## src/logic/fesc_regs.svh

```systemverilog
// fesc_regs.svh: command codes, unlock addresses and bus timing for the flash host sequencer
// assumes a 32-bit-wide parallel NOR device and a 50 MHz host clock
`ifndef FESC_REGS_SVH
`define FESC_REGS_SVH

`define FESC_UNLOCK1_ADDR 22'h000555
`define FESC_UNLOCK2_ADDR 22'h0002AA
`define FESC_CFI_ADDR 22'h000055
`define FESC_UNLOCK1_DATA 32'h0000AAAA
`define FESC_UNLOCK2_DATA 32'h00005555
`define FESC_CMD_RESET 32'h0000F0F0
`define FESC_CMD_AUTOSEL 32'h00009090
`define FESC_CMD_OTP_ENTER 32'h00008888
`define FESC_CMD_PROGRAM 32'h0000A0A0
`define FESC_CMD_BUF_LOAD 32'h00002525
`define FESC_CMD_BUF_CONFIRM 32'h00002929
`define FESC_CMD_BYPASS 32'h00002020
`define FESC_CMD_ERASE_SETUP 32'h00008080
`define FESC_CMD_CHIP_ERASE 32'h00001010
`define FESC_CMD_SECTOR_ERASE 32'h00003030
`define FESC_CMD_SUSPEND 32'h0000B0B0
`define FESC_CMD_RESUME 32'h00003030
`define FESC_CMD_CFI 32'h00009898
`define FESC_ZERO_DATA 32'h00000000
`define FESC_OFS_PROTECT 22'h000002
`define FESC_OFS_OTP_LOCK 22'h000003
// strobe phases in ns, converted to cycles at 20 ns per cycle, rounded up
`define FESC_CLK_NS 20
`define FESC_SETUP_NS 40
`define FESC_PULSE_NS 60
`define FESC_HOLD_NS 40
`define FESC_SETUP_CYC ((`FESC_SETUP_NS + `FESC_CLK_NS - 1) / `FESC_CLK_NS)
`define FESC_PULSE_CYC ((`FESC_PULSE_NS + `FESC_CLK_NS - 1) / `FESC_CLK_NS)
`define FESC_HOLD_CYC ((`FESC_HOLD_NS + `FESC_CLK_NS - 1) / `FESC_CLK_NS)
`define FESC_READ_NS 120
`define FESC_READ_CYC ((`FESC_READ_NS + `FESC_CLK_NS - 1) / `FESC_CLK_NS)

`endif

```

## src/logic/fesc_pkg.sv

```systemverilog
// fesc_pkg: operation codes and sequencer states of the flash host sequencer
// assumes nothing beyond the regs header for figures
`default_nettype none
package fesc_pkg;
  typedef enum logic [3:0] {
    FESC_OP_RESET = 4'h0,
    FESC_OP_ABORT_RESET = 4'h1,
    FESC_OP_PROGRAM = 4'h2,
    FESC_OP_BUF_PROGRAM = 4'h3,
    FESC_OP_BYPASS_ENTER = 4'h4,
    FESC_OP_BYPASS_PROGRAM = 4'h5,
    FESC_OP_BYPASS_EXIT = 4'h6,
    FESC_OP_OTP_ENTER = 4'h7,
    FESC_OP_OTP_EXIT = 4'h8,
    FESC_OP_AUTOSEL_READ = 4'h9,
    FESC_OP_CHIP_ERASE = 4'hA,
    FESC_OP_SECTOR_ERASE = 4'hB,
    FESC_OP_SUSPEND = 4'hC,
    FESC_OP_RESUME = 4'hD,
    FESC_OP_CFI = 4'hE,
    FESC_OP_READ = 4'hF
  } fesc_op_t;

  typedef enum logic [2:0] {
    FESC_ST_IDLE = 3'h0,
    FESC_ST_PLAN = 3'h1,
    FESC_ST_WRITE = 3'h2,
    FESC_ST_READ = 3'h3,
    FESC_ST_DONE = 3'h4
  } fesc_state_t;

  typedef enum logic [1:0] {
    FESC_ER_NONE = 2'h0,
    FESC_ER_SECTOR = 2'h1,
    FESC_ER_CHIP = 2'h2,
    FESC_ER_SUSPENDED = 2'h3
  } fesc_erase_t;
endpackage : fesc_pkg
`default_nettype wire

```

## src/logic/fesc_bus_cycle.sv

```systemverilog
// fesc_bus_cycle: one asynchronous write or read cycle on the flash pins
// assumes the device latches address on the later falling strobe edge, data on the earlier rise
`timescale 1ns/1ns
`default_nettype none
`include "fesc_regs.svh"

module fesc_bus_cycle #(
  parameter int AW = 22,
  parameter int DW = 32
) (
  input wire logic clk,
  input wire logic rst,
  input wire logic start,
  input wire logic is_read,
  input wire logic [AW-1:0] addr,
  input wire logic [DW-1:0] wdata,
  input wire logic [DW-1:0] dq_in,
  output logic busy,
  output logic done,
  output logic [DW-1:0] rdata,
  output logic [AW-1:0] a_out,
  output logic [DW-1:0] dq_out,
  output logic dq_oe,
  output logic ce_n,
  output logic we_n,
  output logic oe_n
);
  localparam logic [7:0] SETUP = 8'(`FESC_SETUP_CYC);
  localparam logic [7:0] PULSE = 8'(`FESC_PULSE_CYC);
  localparam logic [7:0] HOLD = 8'(`FESC_HOLD_CYC);
  localparam logic [7:0] RDWAIT = 8'(`FESC_READ_CYC);

  logic [1:0] ph_ff, nxt_ph;
  logic [7:0] cnt_ff, nxt_cnt;
  logic rd_ff, nxt_rd, done_ff, nxt_done;
  logic [AW-1:0] a_ff, nxt_a;
  logic [DW-1:0] d_ff, nxt_d, r_ff, nxt_r;

  //////////////////////////////////////////////////////////////////////////////
  // phases: 0 idle, 1 setup with strobes high, 2 strobe low, 3 hold with strobes high
  always_comb begin
    nxt_ph = ph_ff;
    nxt_cnt = cnt_ff;
    nxt_rd = rd_ff;
    nxt_a = a_ff;
    nxt_d = d_ff;
    nxt_r = r_ff;
    nxt_done = 1'b0;
    unique case (ph_ff)
      2'd0: begin
        if (start) begin
          nxt_ph = 2'd1;
          nxt_cnt = SETUP;
          nxt_rd = is_read;
          nxt_a = addr;
          nxt_d = wdata;
        end
      end
      2'd1: begin
        if (cnt_ff <= 8'h01) begin
          nxt_ph = 2'd2;
          nxt_cnt = rd_ff ? RDWAIT : PULSE;
        end else begin
          nxt_cnt = cnt_ff - 8'h01;
        end
      end
      2'd2: begin
        if (cnt_ff <= 8'h01) begin
          // data stays driven past the rising edge so the device latches it stable
          nxt_ph = 2'd3;
          nxt_cnt = HOLD;
          if (rd_ff) begin
            nxt_r = dq_in;
          end
        end else begin
          nxt_cnt = cnt_ff - 8'h01;
        end
      end
      2'd3: begin
        if (cnt_ff <= 8'h01) begin
          nxt_ph = 2'd0;
          nxt_done = 1'b1;
        end else begin
          nxt_cnt = cnt_ff - 8'h01;
        end
      end
    endcase
  end

  // state registers
  always_ff @(posedge clk or posedge rst) begin
    if (rst) begin
      ph_ff <= 2'd0;
      cnt_ff <= 8'h00;
      rd_ff <= 1'b0;
      a_ff <= '0;
      d_ff <= '0;
      r_ff <= '0;
      done_ff <= 1'b0;
    end else begin
      ph_ff <= nxt_ph;
      cnt_ff <= nxt_cnt;
      rd_ff <= nxt_rd;
      a_ff <= nxt_a;
      d_ff <= nxt_d;
      r_ff <= nxt_r;
      done_ff <= nxt_done;
    end
  end

  // pin drive, strobes gated from phase and read-flag registers only
  logic strobe_ff;
  logic act_ff;
  always_ff @(posedge clk or posedge rst) begin
    if (rst) begin
      strobe_ff <= 1'b0;
      act_ff <= 1'b0;
    end else begin
      strobe_ff <= (nxt_ph == 2'd2);
      act_ff <= (nxt_ph != 2'd0);
    end
  end

  assign busy = (ph_ff != 2'd0);
  assign done = done_ff;
  assign rdata = r_ff;
  assign a_out = a_ff;
  assign dq_out = d_ff;
  assign dq_oe = act_ff & ~rd_ff;
  assign ce_n = ~act_ff;
  assign we_n = ~(strobe_ff & ~rd_ff);
  assign oe_n = ~(strobe_ff & rd_ff);
endmodule // fesc_bus_cycle

`default_nettype wire

```

## src/logic/fesc_host.sv

```systemverilog
// fesc_host: host-side command sequencer that drives a 32-bit parallel NOR flash
// assumes requests arrive synchronous to SYS_CLK and the device answers on its pins
//
// Contract
// - erase suspend is only sent while sector erase or its time-out runs
// - resume is sent once; a new suspend only after erasing resumes
// - every unlocked sequence starts with the two unlock writes
// - buffer program: load code, count, address/data pairs, confirm
// - abort reset is unlock pair plus reset code, three cycles
// - bypass entry three cycles, then two-cycle bypass program
// - bypass exit: exit code then zero word, any address
// - secured region entry: unlock pair plus entry code
// - secured region exit: unlock pair, query code, zero word
// - suspend and resume are single writes at any address
// - one-cycle reset leaves autoselect or clears an error
// - the buffer count written is locations minus one
`timescale 1ns/1ns
`default_nettype none
`include "fesc_regs.svh"

module fesc_host #(
  parameter int AW = 22,
  parameter int DW = 32,
  parameter int BUF_MAX = 16,
  parameter int SUSPEND_WAIT_US = 20
) (
  input wire logic SYS_CLK,
  input wire logic RST,
  input wire logic REQ_VALID,
  input wire fesc_pkg::fesc_op_t REQ_OP,
  input wire logic [AW-1:0] REQ_ADDR,
  input wire logic [DW-1:0] REQ_DATA,
  input wire logic [4:0] REQ_COUNT,
  input wire logic ERASE_DONE,
  output logic REQ_READY,
  output logic RSP_VALID,
  output logic [DW-1:0] RSP_DATA,
  output logic BUF_NEXT,
  output logic SUSPENDED,
  output logic [AW-1:0] FLASH_A,
  output logic [DW-1:0] FLASH_DQ_O,
  output logic FLASH_DQ_OE,
  input wire logic [DW-1:0] FLASH_DQ_I,
  output logic FLASH_CE_N,
  output logic FLASH_WE_N,
  output logic FLASH_OE_N
);
  import fesc_pkg::*;

  localparam int WAIT_CYC = SUSPEND_WAIT_US * 1000 / `FESC_CLK_NS;
  localparam logic [AW-1:0] U1 = `FESC_UNLOCK1_ADDR;
  localparam logic [AW-1:0] U2 = `FESC_UNLOCK2_ADDR;

  fesc_state_t st_ff, nxt_st;
  fesc_erase_t er_ff, nxt_er;
  fesc_op_t op_ff, nxt_op;
  logic [AW-1:0] addr_ff, nxt_addr;
  logic [DW-1:0] data_ff, nxt_data;
  logic [4:0] cnt_ff, nxt_cnt;
  logic [4:0] step_ff, nxt_step;
  logic [4:0] last_ff, nxt_last;
  logic [15:0] wait_ff, nxt_wait;
  logic rsp_ff, nxt_rsp, bufn_ff, nxt_bufn, rdy_ff, nxt_rdy;
  logic [DW-1:0] rdat_ff, nxt_rdat;

  logic cyc_start, cyc_read, cyc_busy, cyc_done;
  logic [AW-1:0] cyc_addr;
  logic [DW-1:0] cyc_wdata, cyc_rdata;

  //////////////////////////////////////////////////////////////////////////////
  // legality of a request against the tracked erase state
  function automatic logic op_legal(input fesc_op_t op, input fesc_erase_t er);
    unique case (op)
      FESC_OP_SUSPEND: op_legal = (er == FESC_ER_SECTOR);
      FESC_OP_RESUME: op_legal = (er == FESC_ER_SUSPENDED);
      FESC_OP_READ, FESC_OP_PROGRAM, FESC_OP_AUTOSEL_READ, FESC_OP_RESET:
        op_legal = (er != FESC_ER_CHIP) && (er != FESC_ER_SECTOR || op == FESC_OP_READ);
      default: op_legal = (er == FESC_ER_NONE);
    endcase
  endfunction

  // address and data of write number s of the current sequence
  always_comb begin
    cyc_addr = U1;
    cyc_wdata = `FESC_UNLOCK1_DATA;
    cyc_read = 1'b0;
    if (step_ff == 5'd1) begin
      cyc_addr = U2;
      cyc_wdata = `FESC_UNLOCK2_DATA;
    end
    unique case (op_ff)
      FESC_OP_RESET, FESC_OP_SUSPEND, FESC_OP_RESUME: begin
        cyc_addr = addr_ff;
        cyc_wdata = (op_ff == FESC_OP_SUSPEND) ? `FESC_CMD_SUSPEND :
                    (op_ff == FESC_OP_RESUME) ? `FESC_CMD_RESUME : `FESC_CMD_RESET;
      end
      FESC_OP_CFI: begin
        cyc_addr = `FESC_CFI_ADDR;
        cyc_wdata = `FESC_CMD_CFI;
      end
      FESC_OP_READ: begin
        cyc_addr = addr_ff;
        cyc_read = 1'b1;
      end
      FESC_OP_BYPASS_PROGRAM, FESC_OP_BYPASS_EXIT: begin
        cyc_addr = addr_ff;
        cyc_wdata = (op_ff == FESC_OP_BYPASS_EXIT) ? `FESC_CMD_AUTOSEL : `FESC_CMD_PROGRAM;
        if (step_ff == 5'd1) begin
          cyc_wdata = (op_ff == FESC_OP_BYPASS_EXIT) ? `FESC_ZERO_DATA : data_ff;
        end
      end
      default: begin
        if (step_ff == 5'd2) begin
          unique case (op_ff)
            FESC_OP_ABORT_RESET: cyc_wdata = `FESC_CMD_RESET;
            FESC_OP_PROGRAM: cyc_wdata = `FESC_CMD_PROGRAM;
            FESC_OP_BYPASS_ENTER: cyc_wdata = `FESC_CMD_BYPASS;
            FESC_OP_OTP_ENTER: cyc_wdata = `FESC_CMD_OTP_ENTER;
            FESC_OP_BUF_PROGRAM: begin
              cyc_addr = addr_ff;
              cyc_wdata = `FESC_CMD_BUF_LOAD;
            end
            FESC_OP_CHIP_ERASE, FESC_OP_SECTOR_ERASE: cyc_wdata = `FESC_CMD_ERASE_SETUP;
            default: cyc_wdata = `FESC_CMD_AUTOSEL;
          endcase
        end else if (step_ff >= 5'd3) begin
          unique case (op_ff)
            FESC_OP_PROGRAM: begin
              cyc_addr = addr_ff;
              cyc_wdata = data_ff;
            end
            FESC_OP_OTP_EXIT: cyc_wdata = `FESC_ZERO_DATA;
            FESC_OP_AUTOSEL_READ: begin
              cyc_addr = addr_ff;
              cyc_read = 1'b1;
            end
            FESC_OP_BUF_PROGRAM: begin
              cyc_addr = addr_ff;
              if (step_ff == 5'd3) begin
                cyc_wdata = {{(DW-5){1'b0}}, cnt_ff};
              end else if (step_ff == last_ff) begin
                cyc_wdata = `FESC_CMD_BUF_CONFIRM;
              end else begin
                cyc_wdata = REQ_DATA;
                cyc_addr = REQ_ADDR;
              end
            end
            default: begin
              // erase: second unlock pair then the final code
              if (step_ff == 5'd4) begin
                cyc_addr = U2;
                cyc_wdata = `FESC_UNLOCK2_DATA;
              end else if (step_ff == 5'd5) begin
                cyc_addr = (op_ff == FESC_OP_SECTOR_ERASE) ? addr_ff : U1;
                cyc_wdata = (op_ff == FESC_OP_SECTOR_ERASE) ? `FESC_CMD_SECTOR_ERASE :
                            `FESC_CMD_CHIP_ERASE;
              end
            end
          endcase
        end
      end
    endcase
  end

  //////////////////////////////////////////////////////////////////////////////
  // sequencer: one request becomes a run of bus cycles
  always_comb begin
    nxt_st = st_ff;
    nxt_er = er_ff;
    nxt_op = op_ff;
    nxt_addr = addr_ff;
    nxt_data = data_ff;
    nxt_cnt = cnt_ff;
    nxt_step = step_ff;
    nxt_last = last_ff;
    nxt_wait = wait_ff;
    nxt_rsp = 1'b0;
    nxt_bufn = 1'b0;
    nxt_rdy = 1'b0;
    nxt_rdat = rdat_ff;
    cyc_start = 1'b0;
    // erase completion reported by status polling outside
    if (ERASE_DONE && (er_ff == FESC_ER_SECTOR || er_ff == FESC_ER_CHIP)) begin
      nxt_er = FESC_ER_NONE;
    end
    unique case (st_ff)
      FESC_ST_IDLE: begin
        nxt_rdy = 1'b1;
        if (REQ_VALID && rdy_ff) begin
          nxt_rdy = 1'b0;
          nxt_op = REQ_OP;
          nxt_addr = REQ_ADDR;
          nxt_data = REQ_DATA;
          nxt_cnt = REQ_COUNT;
          nxt_step = 5'd0;
          nxt_st = op_legal(REQ_OP, er_ff) ? FESC_ST_PLAN : FESC_ST_DONE;
        end
      end
      FESC_ST_PLAN: begin
        unique case (op_ff)
          FESC_OP_RESET, FESC_OP_SUSPEND, FESC_OP_RESUME, FESC_OP_CFI, FESC_OP_READ: begin
            nxt_step = 5'd16; // single cycle, no unlock
            nxt_last = 5'd16;
          end
          FESC_OP_BYPASS_PROGRAM, FESC_OP_BYPASS_EXIT: nxt_last = 5'd1;
          FESC_OP_ABORT_RESET, FESC_OP_BYPASS_ENTER, FESC_OP_OTP_ENTER: nxt_last = 5'd2;
          FESC_OP_PROGRAM, FESC_OP_OTP_EXIT, FESC_OP_AUTOSEL_READ: nxt_last = 5'd3;
          FESC_OP_BUF_PROGRAM: nxt_last = 5'(cnt_ff + 5'd5); // unlock pair, load, count, pairs, confirm
          default: nxt_last = 5'd5;
        endcase
        nxt_st = FESC_ST_WRITE;
      end
      FESC_ST_WRITE: begin
        if (!cyc_busy) begin
          cyc_start = 1'b1;
          nxt_st = FESC_ST_READ;
          if (op_ff == FESC_OP_BUF_PROGRAM && step_ff >= 5'd4 && step_ff != last_ff) begin
            nxt_bufn = 1'b1; // word consumed from REQ_DATA
          end
        end
      end
      FESC_ST_READ: begin
        if (cyc_done) begin
          nxt_rdat = cyc_rdata;
          if (step_ff == last_ff) begin
            nxt_st = FESC_ST_DONE;
            nxt_wait = 16'h0000;
            if (op_ff == FESC_OP_SUSPEND) begin
              nxt_wait = 16'(WAIT_CYC);
            end
          end else begin
            nxt_step = 5'(step_ff + 5'd1);
            nxt_st = FESC_ST_WRITE;
          end
        end
      end
      FESC_ST_DONE: begin
        if (wait_ff != 16'h0000) begin
          nxt_wait = 16'(wait_ff - 16'h0001);
        end else begin
          nxt_rsp = 1'b1;
          nxt_st = FESC_ST_IDLE;
          if (op_legal(op_ff, er_ff)) begin
            unique case (op_ff)
              FESC_OP_SECTOR_ERASE: nxt_er = FESC_ER_SECTOR;
              FESC_OP_CHIP_ERASE: nxt_er = FESC_ER_CHIP;
              FESC_OP_SUSPEND: nxt_er = FESC_ER_SUSPENDED;
              FESC_OP_RESUME: nxt_er = FESC_ER_SECTOR;
              default: nxt_er = nxt_er;
            endcase
          end
        end
      end
      default: nxt_st = FESC_ST_IDLE;
    endcase
  end

  // registers of the sequencer
  always_ff @(posedge SYS_CLK or posedge RST) begin
    if (RST) begin
      st_ff <= FESC_ST_IDLE;
      er_ff <= FESC_ER_NONE;
      op_ff <= FESC_OP_RESET;
      addr_ff <= '0;
      data_ff <= '0;
      cnt_ff <= 5'h00;
      step_ff <= 5'h00;
      last_ff <= 5'h00;
      wait_ff <= 16'h0000;
      rsp_ff <= 1'b0;
      bufn_ff <= 1'b0;
      rdy_ff <= 1'b0;
      rdat_ff <= '0;
    end else begin
      st_ff <= nxt_st;
      er_ff <= nxt_er;
      op_ff <= nxt_op;
      addr_ff <= nxt_addr;
      data_ff <= nxt_data;
      cnt_ff <= nxt_cnt;
      step_ff <= nxt_step;
      last_ff <= nxt_last;
      wait_ff <= nxt_wait;
      rsp_ff <= nxt_rsp;
      bufn_ff <= nxt_bufn;
      rdy_ff <= nxt_rdy;
      rdat_ff <= nxt_rdat;
    end
  end

  //////////////////////////////////////////////////////////////////////////////
  // pin cycle engine
  fesc_bus_cycle #(.AW(AW), .DW(DW)) u_cycle (
    .clk(SYS_CLK),
    .rst(RST),
    .start(cyc_start),
    .is_read(cyc_read),
    .addr(cyc_addr),
    .wdata(cyc_wdata),
    .dq_in(FLASH_DQ_I),
    .busy(cyc_busy),
    .done(cyc_done),
    .rdata(cyc_rdata),
    .a_out(FLASH_A),
    .dq_out(FLASH_DQ_O),
    .dq_oe(FLASH_DQ_OE),
    .ce_n(FLASH_CE_N),
    .we_n(FLASH_WE_N),
    .oe_n(FLASH_OE_N)
  );

  assign REQ_READY = rdy_ff;
  assign RSP_VALID = rsp_ff;
  assign RSP_DATA = rdat_ff;
  assign BUF_NEXT = bufn_ff;
  assign SUSPENDED = (er_ff == FESC_ER_SUSPENDED);

  //////////////////////////////////////////////////////////////////////////////
  // checks
  a_suspend_legal: assert property (@(posedge SYS_CLK) disable iff (RST)
    (st_ff == FESC_ST_PLAN && op_ff == FESC_OP_SUSPEND) |-> $past(er_ff) == FESC_ER_SECTOR)
    else $error("suspend issued outside sector erase");
  a_strobe_exclusive: assert property (@(posedge SYS_CLK) disable iff (RST)
    !(!FLASH_WE_N && !FLASH_OE_N))
    else $error("write and read strobes low together");
  a_write_drives: assert property (@(posedge SYS_CLK) disable iff (RST)
    $fell(FLASH_WE_N) |=> FLASH_DQ_OE && $stable(FLASH_DQ_O) && $stable(FLASH_A))
    else $error("data or address moved during write strobe");
  a_resume_state: assert property (@(posedge SYS_CLK) disable iff (RST)
    (st_ff == FESC_ST_DONE && wait_ff == 16'h0000 && op_ff == FESC_OP_RESUME && SUSPENDED)
    |=> er_ff == FESC_ER_SECTOR)
    else $error("resume did not restart erase");
  a_chip_refuse: assert property (@(posedge SYS_CLK) disable iff (RST)
    (REQ_VALID && REQ_READY && REQ_OP == FESC_OP_SUSPEND && er_ff == FESC_ER_CHIP)
    |=> st_ff == FESC_ST_DONE) else $error("suspend taken in chip erase");
  a_halt_wait: assert property (@(posedge SYS_CLK) disable iff (RST)
    (cyc_done && op_ff == FESC_OP_SUSPEND) |=> !RSP_VALID [*8]) else $error("suspend answered early");
endmodule // fesc_host

`default_nettype wire

```

## config.mk

```make
export PLATFORM = sky130hd
export DESIGN_NAME = fesc_host
export DESIGN_NICKNAME = d
export VERILOG_FILES = /design/src/logic/fesc_pkg.sv /design/src/logic/fesc_bus_cycle.sv /design/src/logic/fesc_host.sv
export VERILOG_INCLUDE_DIRS = /design/src /design/src/logic
export SDC_FILE = /design/constraint.sdc
export NUM_CORES = 1
export LEC_CHECK = 0
export ABC_AREA = 1
export BUFFER_PORTS_ARGS = -buffer_cell sky130_fd_sc_hd__buf_2
export CORE_MARGIN = 2
export CORE_UTILIZATION = 58
export CTS_CLUSTER_SIZE = 24
export DETAILED_ROUTE_END_ITERATION = 10
export GPL_TIMING_DRIVEN = 0
export PLACE_DENSITY = 0.81
export SLEW_MARGIN = 30
export SYNTH_ARGS = -nofsm -noshare
export SYNTH_HDL_FRONTEND = slang
export SYNTH_HIERARCHICAL = 1
export SYNTH_SLANG_ARGS = --single-unit
```

## constraint.sdc

```tcl
create_clock -name SYS_CLK -period 5.03 [get_ports SYS_CLK]
set_clock_uncertainty 0.2 [all_clocks]
set_input_delay 0.503 -clock SYS_CLK [delete_from_list [all_inputs] [get_ports SYS_CLK]]
set_output_delay 0.503 -clock SYS_CLK [all_outputs]
set_load 0.05 [all_outputs]
```

==> metrics.csv <==
metric;value;unit
outcome;finished clean;
slew_violations;0;
min_period;2.96;ns
synth.cell_area;0.0127;sq mm
p_clk_share;19.1;%
ys_types;54;
initial_utilization;58.7;%
ctsHoldBuffers;2;
seqCellArea;0.00573;sq mm
p_int;4700;uW
slew_headroom;47.9;%
rsz0062_at_grt;false;
hpwl;27.0;mm
cts_resized;0;
synth_top_area_share;45.2;%
avgSynthCellArea;7.47;sq um
combPwrFrac;48.6;%
first_pass_iters;6;
ir_drop;0.394;mV
grt_pass1_vias;11900;
synth_warnings;6;
timing.final.crit_share;58.9;%
drcViolationCount;0;
synth.area.top_cells;dfrtp_1 45%, nand2_1 17%, inv_1 5.5%;
cts_buffers;25;
grt_max_degree;67;
antenna_found_initial;2;
layout.nets;2033;
dr_total_vias;12400;
overflow;0;
die_area;0.0231;sq mm
fmax;0.338;GHz
start_kind;flop;
arrival;3.17;ns
min_path_type;in -> reg;
drt_iter0_markers;908;
clock_path_buffers;3;
track_usage;31.8;%
synth_edf_count;0;
setup_violations;0;
cts_setup_buffers;0;
ys_seq_area_share;45.2;%
clkTransAtPathRegs;0.06;ns
p_leak;0.00798;uW
cp_max_fo;10;
syn2layout_area_growth;17.2;%
async_reset_ff_share;100;%
critPathCaptureType;flop;
critical_path_class;reg -> reg;
fillers;1769;
syn_nets;1810;
vias_per_cell;5.59;
post-synth-top-count-cell;nand2_1;
place_congestion;0.975;
netSwitchingPower;4480;uW
fp.dieH;152;um
syn_inst;1699;
grt_pass1_wl;60.3;mm
maxCapViolations;0;
synth_common_cells;573 x nand2_1, 229 x dfrtp_1, 185 x inv_1;
multi_input_area;0.00584;sq mm
cts_tree;yes;
insertion_delay;0.53;ns
tightest_slew;0.781;ns
drive_gt1_share;19.6;%
synth_ff_type;dfrtp_1;
synth-seq-cells;229;
ios;193;
routed_wl;37.4;mm
fin_util;68.8;%
cts_root_buffer;clkbuf_16;
post-place-cells;2173;
wl_per_cell;16.8;um
power.density;617;mW/mm^2
rows;54;
core;0.0216;sq mm
cts.sinks;229;
fp.dieW;152;um
port-buffer-count;192;
seq_power_share;32.3;%
instances_no_fill;2222;
sw_frac_of_total;48.8;%
postRouteAntennaNets;0;
finalHoldViolCount;0;
yosysTopAreaCell;dfrtp_1;
cp_data_required_time;5.24;ns
htreeDepth;1;
-- critical path: stages, from the launching register on --
cell and delay [ns]:
dfrtp_1 0.43, inv_1 0.14, ha_1 0.21, inv_1 0.11, nor2_4 0.23, nor2_1 0.10
nor2_1 0.50, clkbuf_1 0.46, nand2_1 0.10, nand2_1 0.08, o211ai_1 0.11, nand2_1 0.11
nand2_1 0.07
-- flip-flops by register name, indices dropped and copies added, names as in the netlist, 3 cells and up --
name / flops
st_ff: 3
cnt_ff: 5
op_ff: 4
u_cycle/a_out: 22
step_ff: 5
RSP_DATA: 32
u_cycle/dq_out: 32
data_ff: 32
wait_ff: 16
last_ff: 5
u_cycle/rdata: 32
addr_ff: 22
u_cycle/cnt_ff: 8
-- area by class of cell --
cell class	instances	area share [%]
diodes	2	0.0337
plain buffers	62	2.33
clock buffers	34	4.70
clock inverters	11	0.505
inverters	206	5.32
multi-input cells	1202	39.3
flip-flops and latches	229	38.5
well taps	280	2.36
repair buffers	196	6.97
-- stage by stage --
step / hold slack (ns) / total power, uW / setup TNS, ns / setup WS [ns] / instance area (sq um)
floorplan: 0.249 / 6120 / 0 / 0.886 / 12700
global placement: 0.248 / 7200 / -119.13 / -0.934 / 14000
detailed placement: 0.253 / 7340 / 0 / 2.18 / 14100
CTS: 0.000906 / 9130 / 0 / 2.13 / 14900
global route: 0.00738 / 9770 / 0 / 1.87 / 14900
finish: 0.0101 / 9180 / 0 / 2.07 / 14900
-- placed cells by master, fill, tap and decap left out, types with 3 or more instances in the layout --
cell,instances
a211oi_1,3
a21oi_1,117
a22oi_1,4
a31oi_1,7
a32oi_1,4
buf_1,4
buf_2,202
buf_4,7
buf_6,10
clkbuf_1,36
clkbuf_16,25
clkbuf_8,4
clkinv_2,5
dfrtp_1,229
ha_1,12
inv_1,183
inv_2,18
inv_6,4
mux2_2,12
nand2_1,573
nand2_2,21
nand3_1,62
nand3b_1,4
nand4_1,13
nor2_1,108
nor2_2,8
nor2_4,9
nor4_1,3
o211ai_1,15
o21ai_0,134
o21ai_1,15
o21ai_2,33
o31ai_1,5
xnor2_1,3
xor2_1,8
-- cell families after synthesis --
family	after synthesis	synth area share [%]
AOI/OAI and AO/OA	348	15.8
xor gates and xnor gates	11	0.759
adders and majority gates	12	1.18
buffers and inverters	268	8.87
DFF	229	45.2
muxes	12	1.06
and+or+nand+nor	819	27.2
-- power by group through the flow --
stage / clock network, uW / registers, uW / logic [uW]
6_report: 1750 / 2970 / 4460
5_1_grt: 1850 / 3050 / 4870
4_1_cts: 1770 / 2950 / 4400
3_5_place_dp: 0 / 2970 / 4370
3_3_place_gp: 0 / 2950 / 4250
2_1_floorplan: 0 / 3650 / 2470
-- layer usage --
| layer | up-vias | GRT usage (%) | share of wire (%) |
|---|---|---|---|
| met5 | - | 0 | 0 |
| met4 | 0 | 12.5 | 3.8 |
| met3 | 108 | 5.79 | 7.6 |
| met2 | 519 | 53.5 | 49 |
| met1 | 5901 | 41.1 | 40 |
| li1 | 5888 | - | - |
-- final timing paths --
path | from | endpoint | slack [ns] | cells after the start
min | FLASH_DQ_I[7] | u_cycle/rdata[7] | 0.01 | 3
max in group asynchronous | RST | addr_ff[3] | 3.50 | 4
max | step_ff[1] | u_cycle/dq_out[11] | 2.07 | 12
max reg2reg | step_ff[1] | u_cycle/dq_out[11] | 2.07 | 12
min reg2reg | u_cycle/dq_out[23] | u_cycle/dq_out[23] | 0.26 | 2
min in group asynchronous | RST | u_cycle/rdata[7] | 0.38 | 3
(Power assumes the default switching activity.)
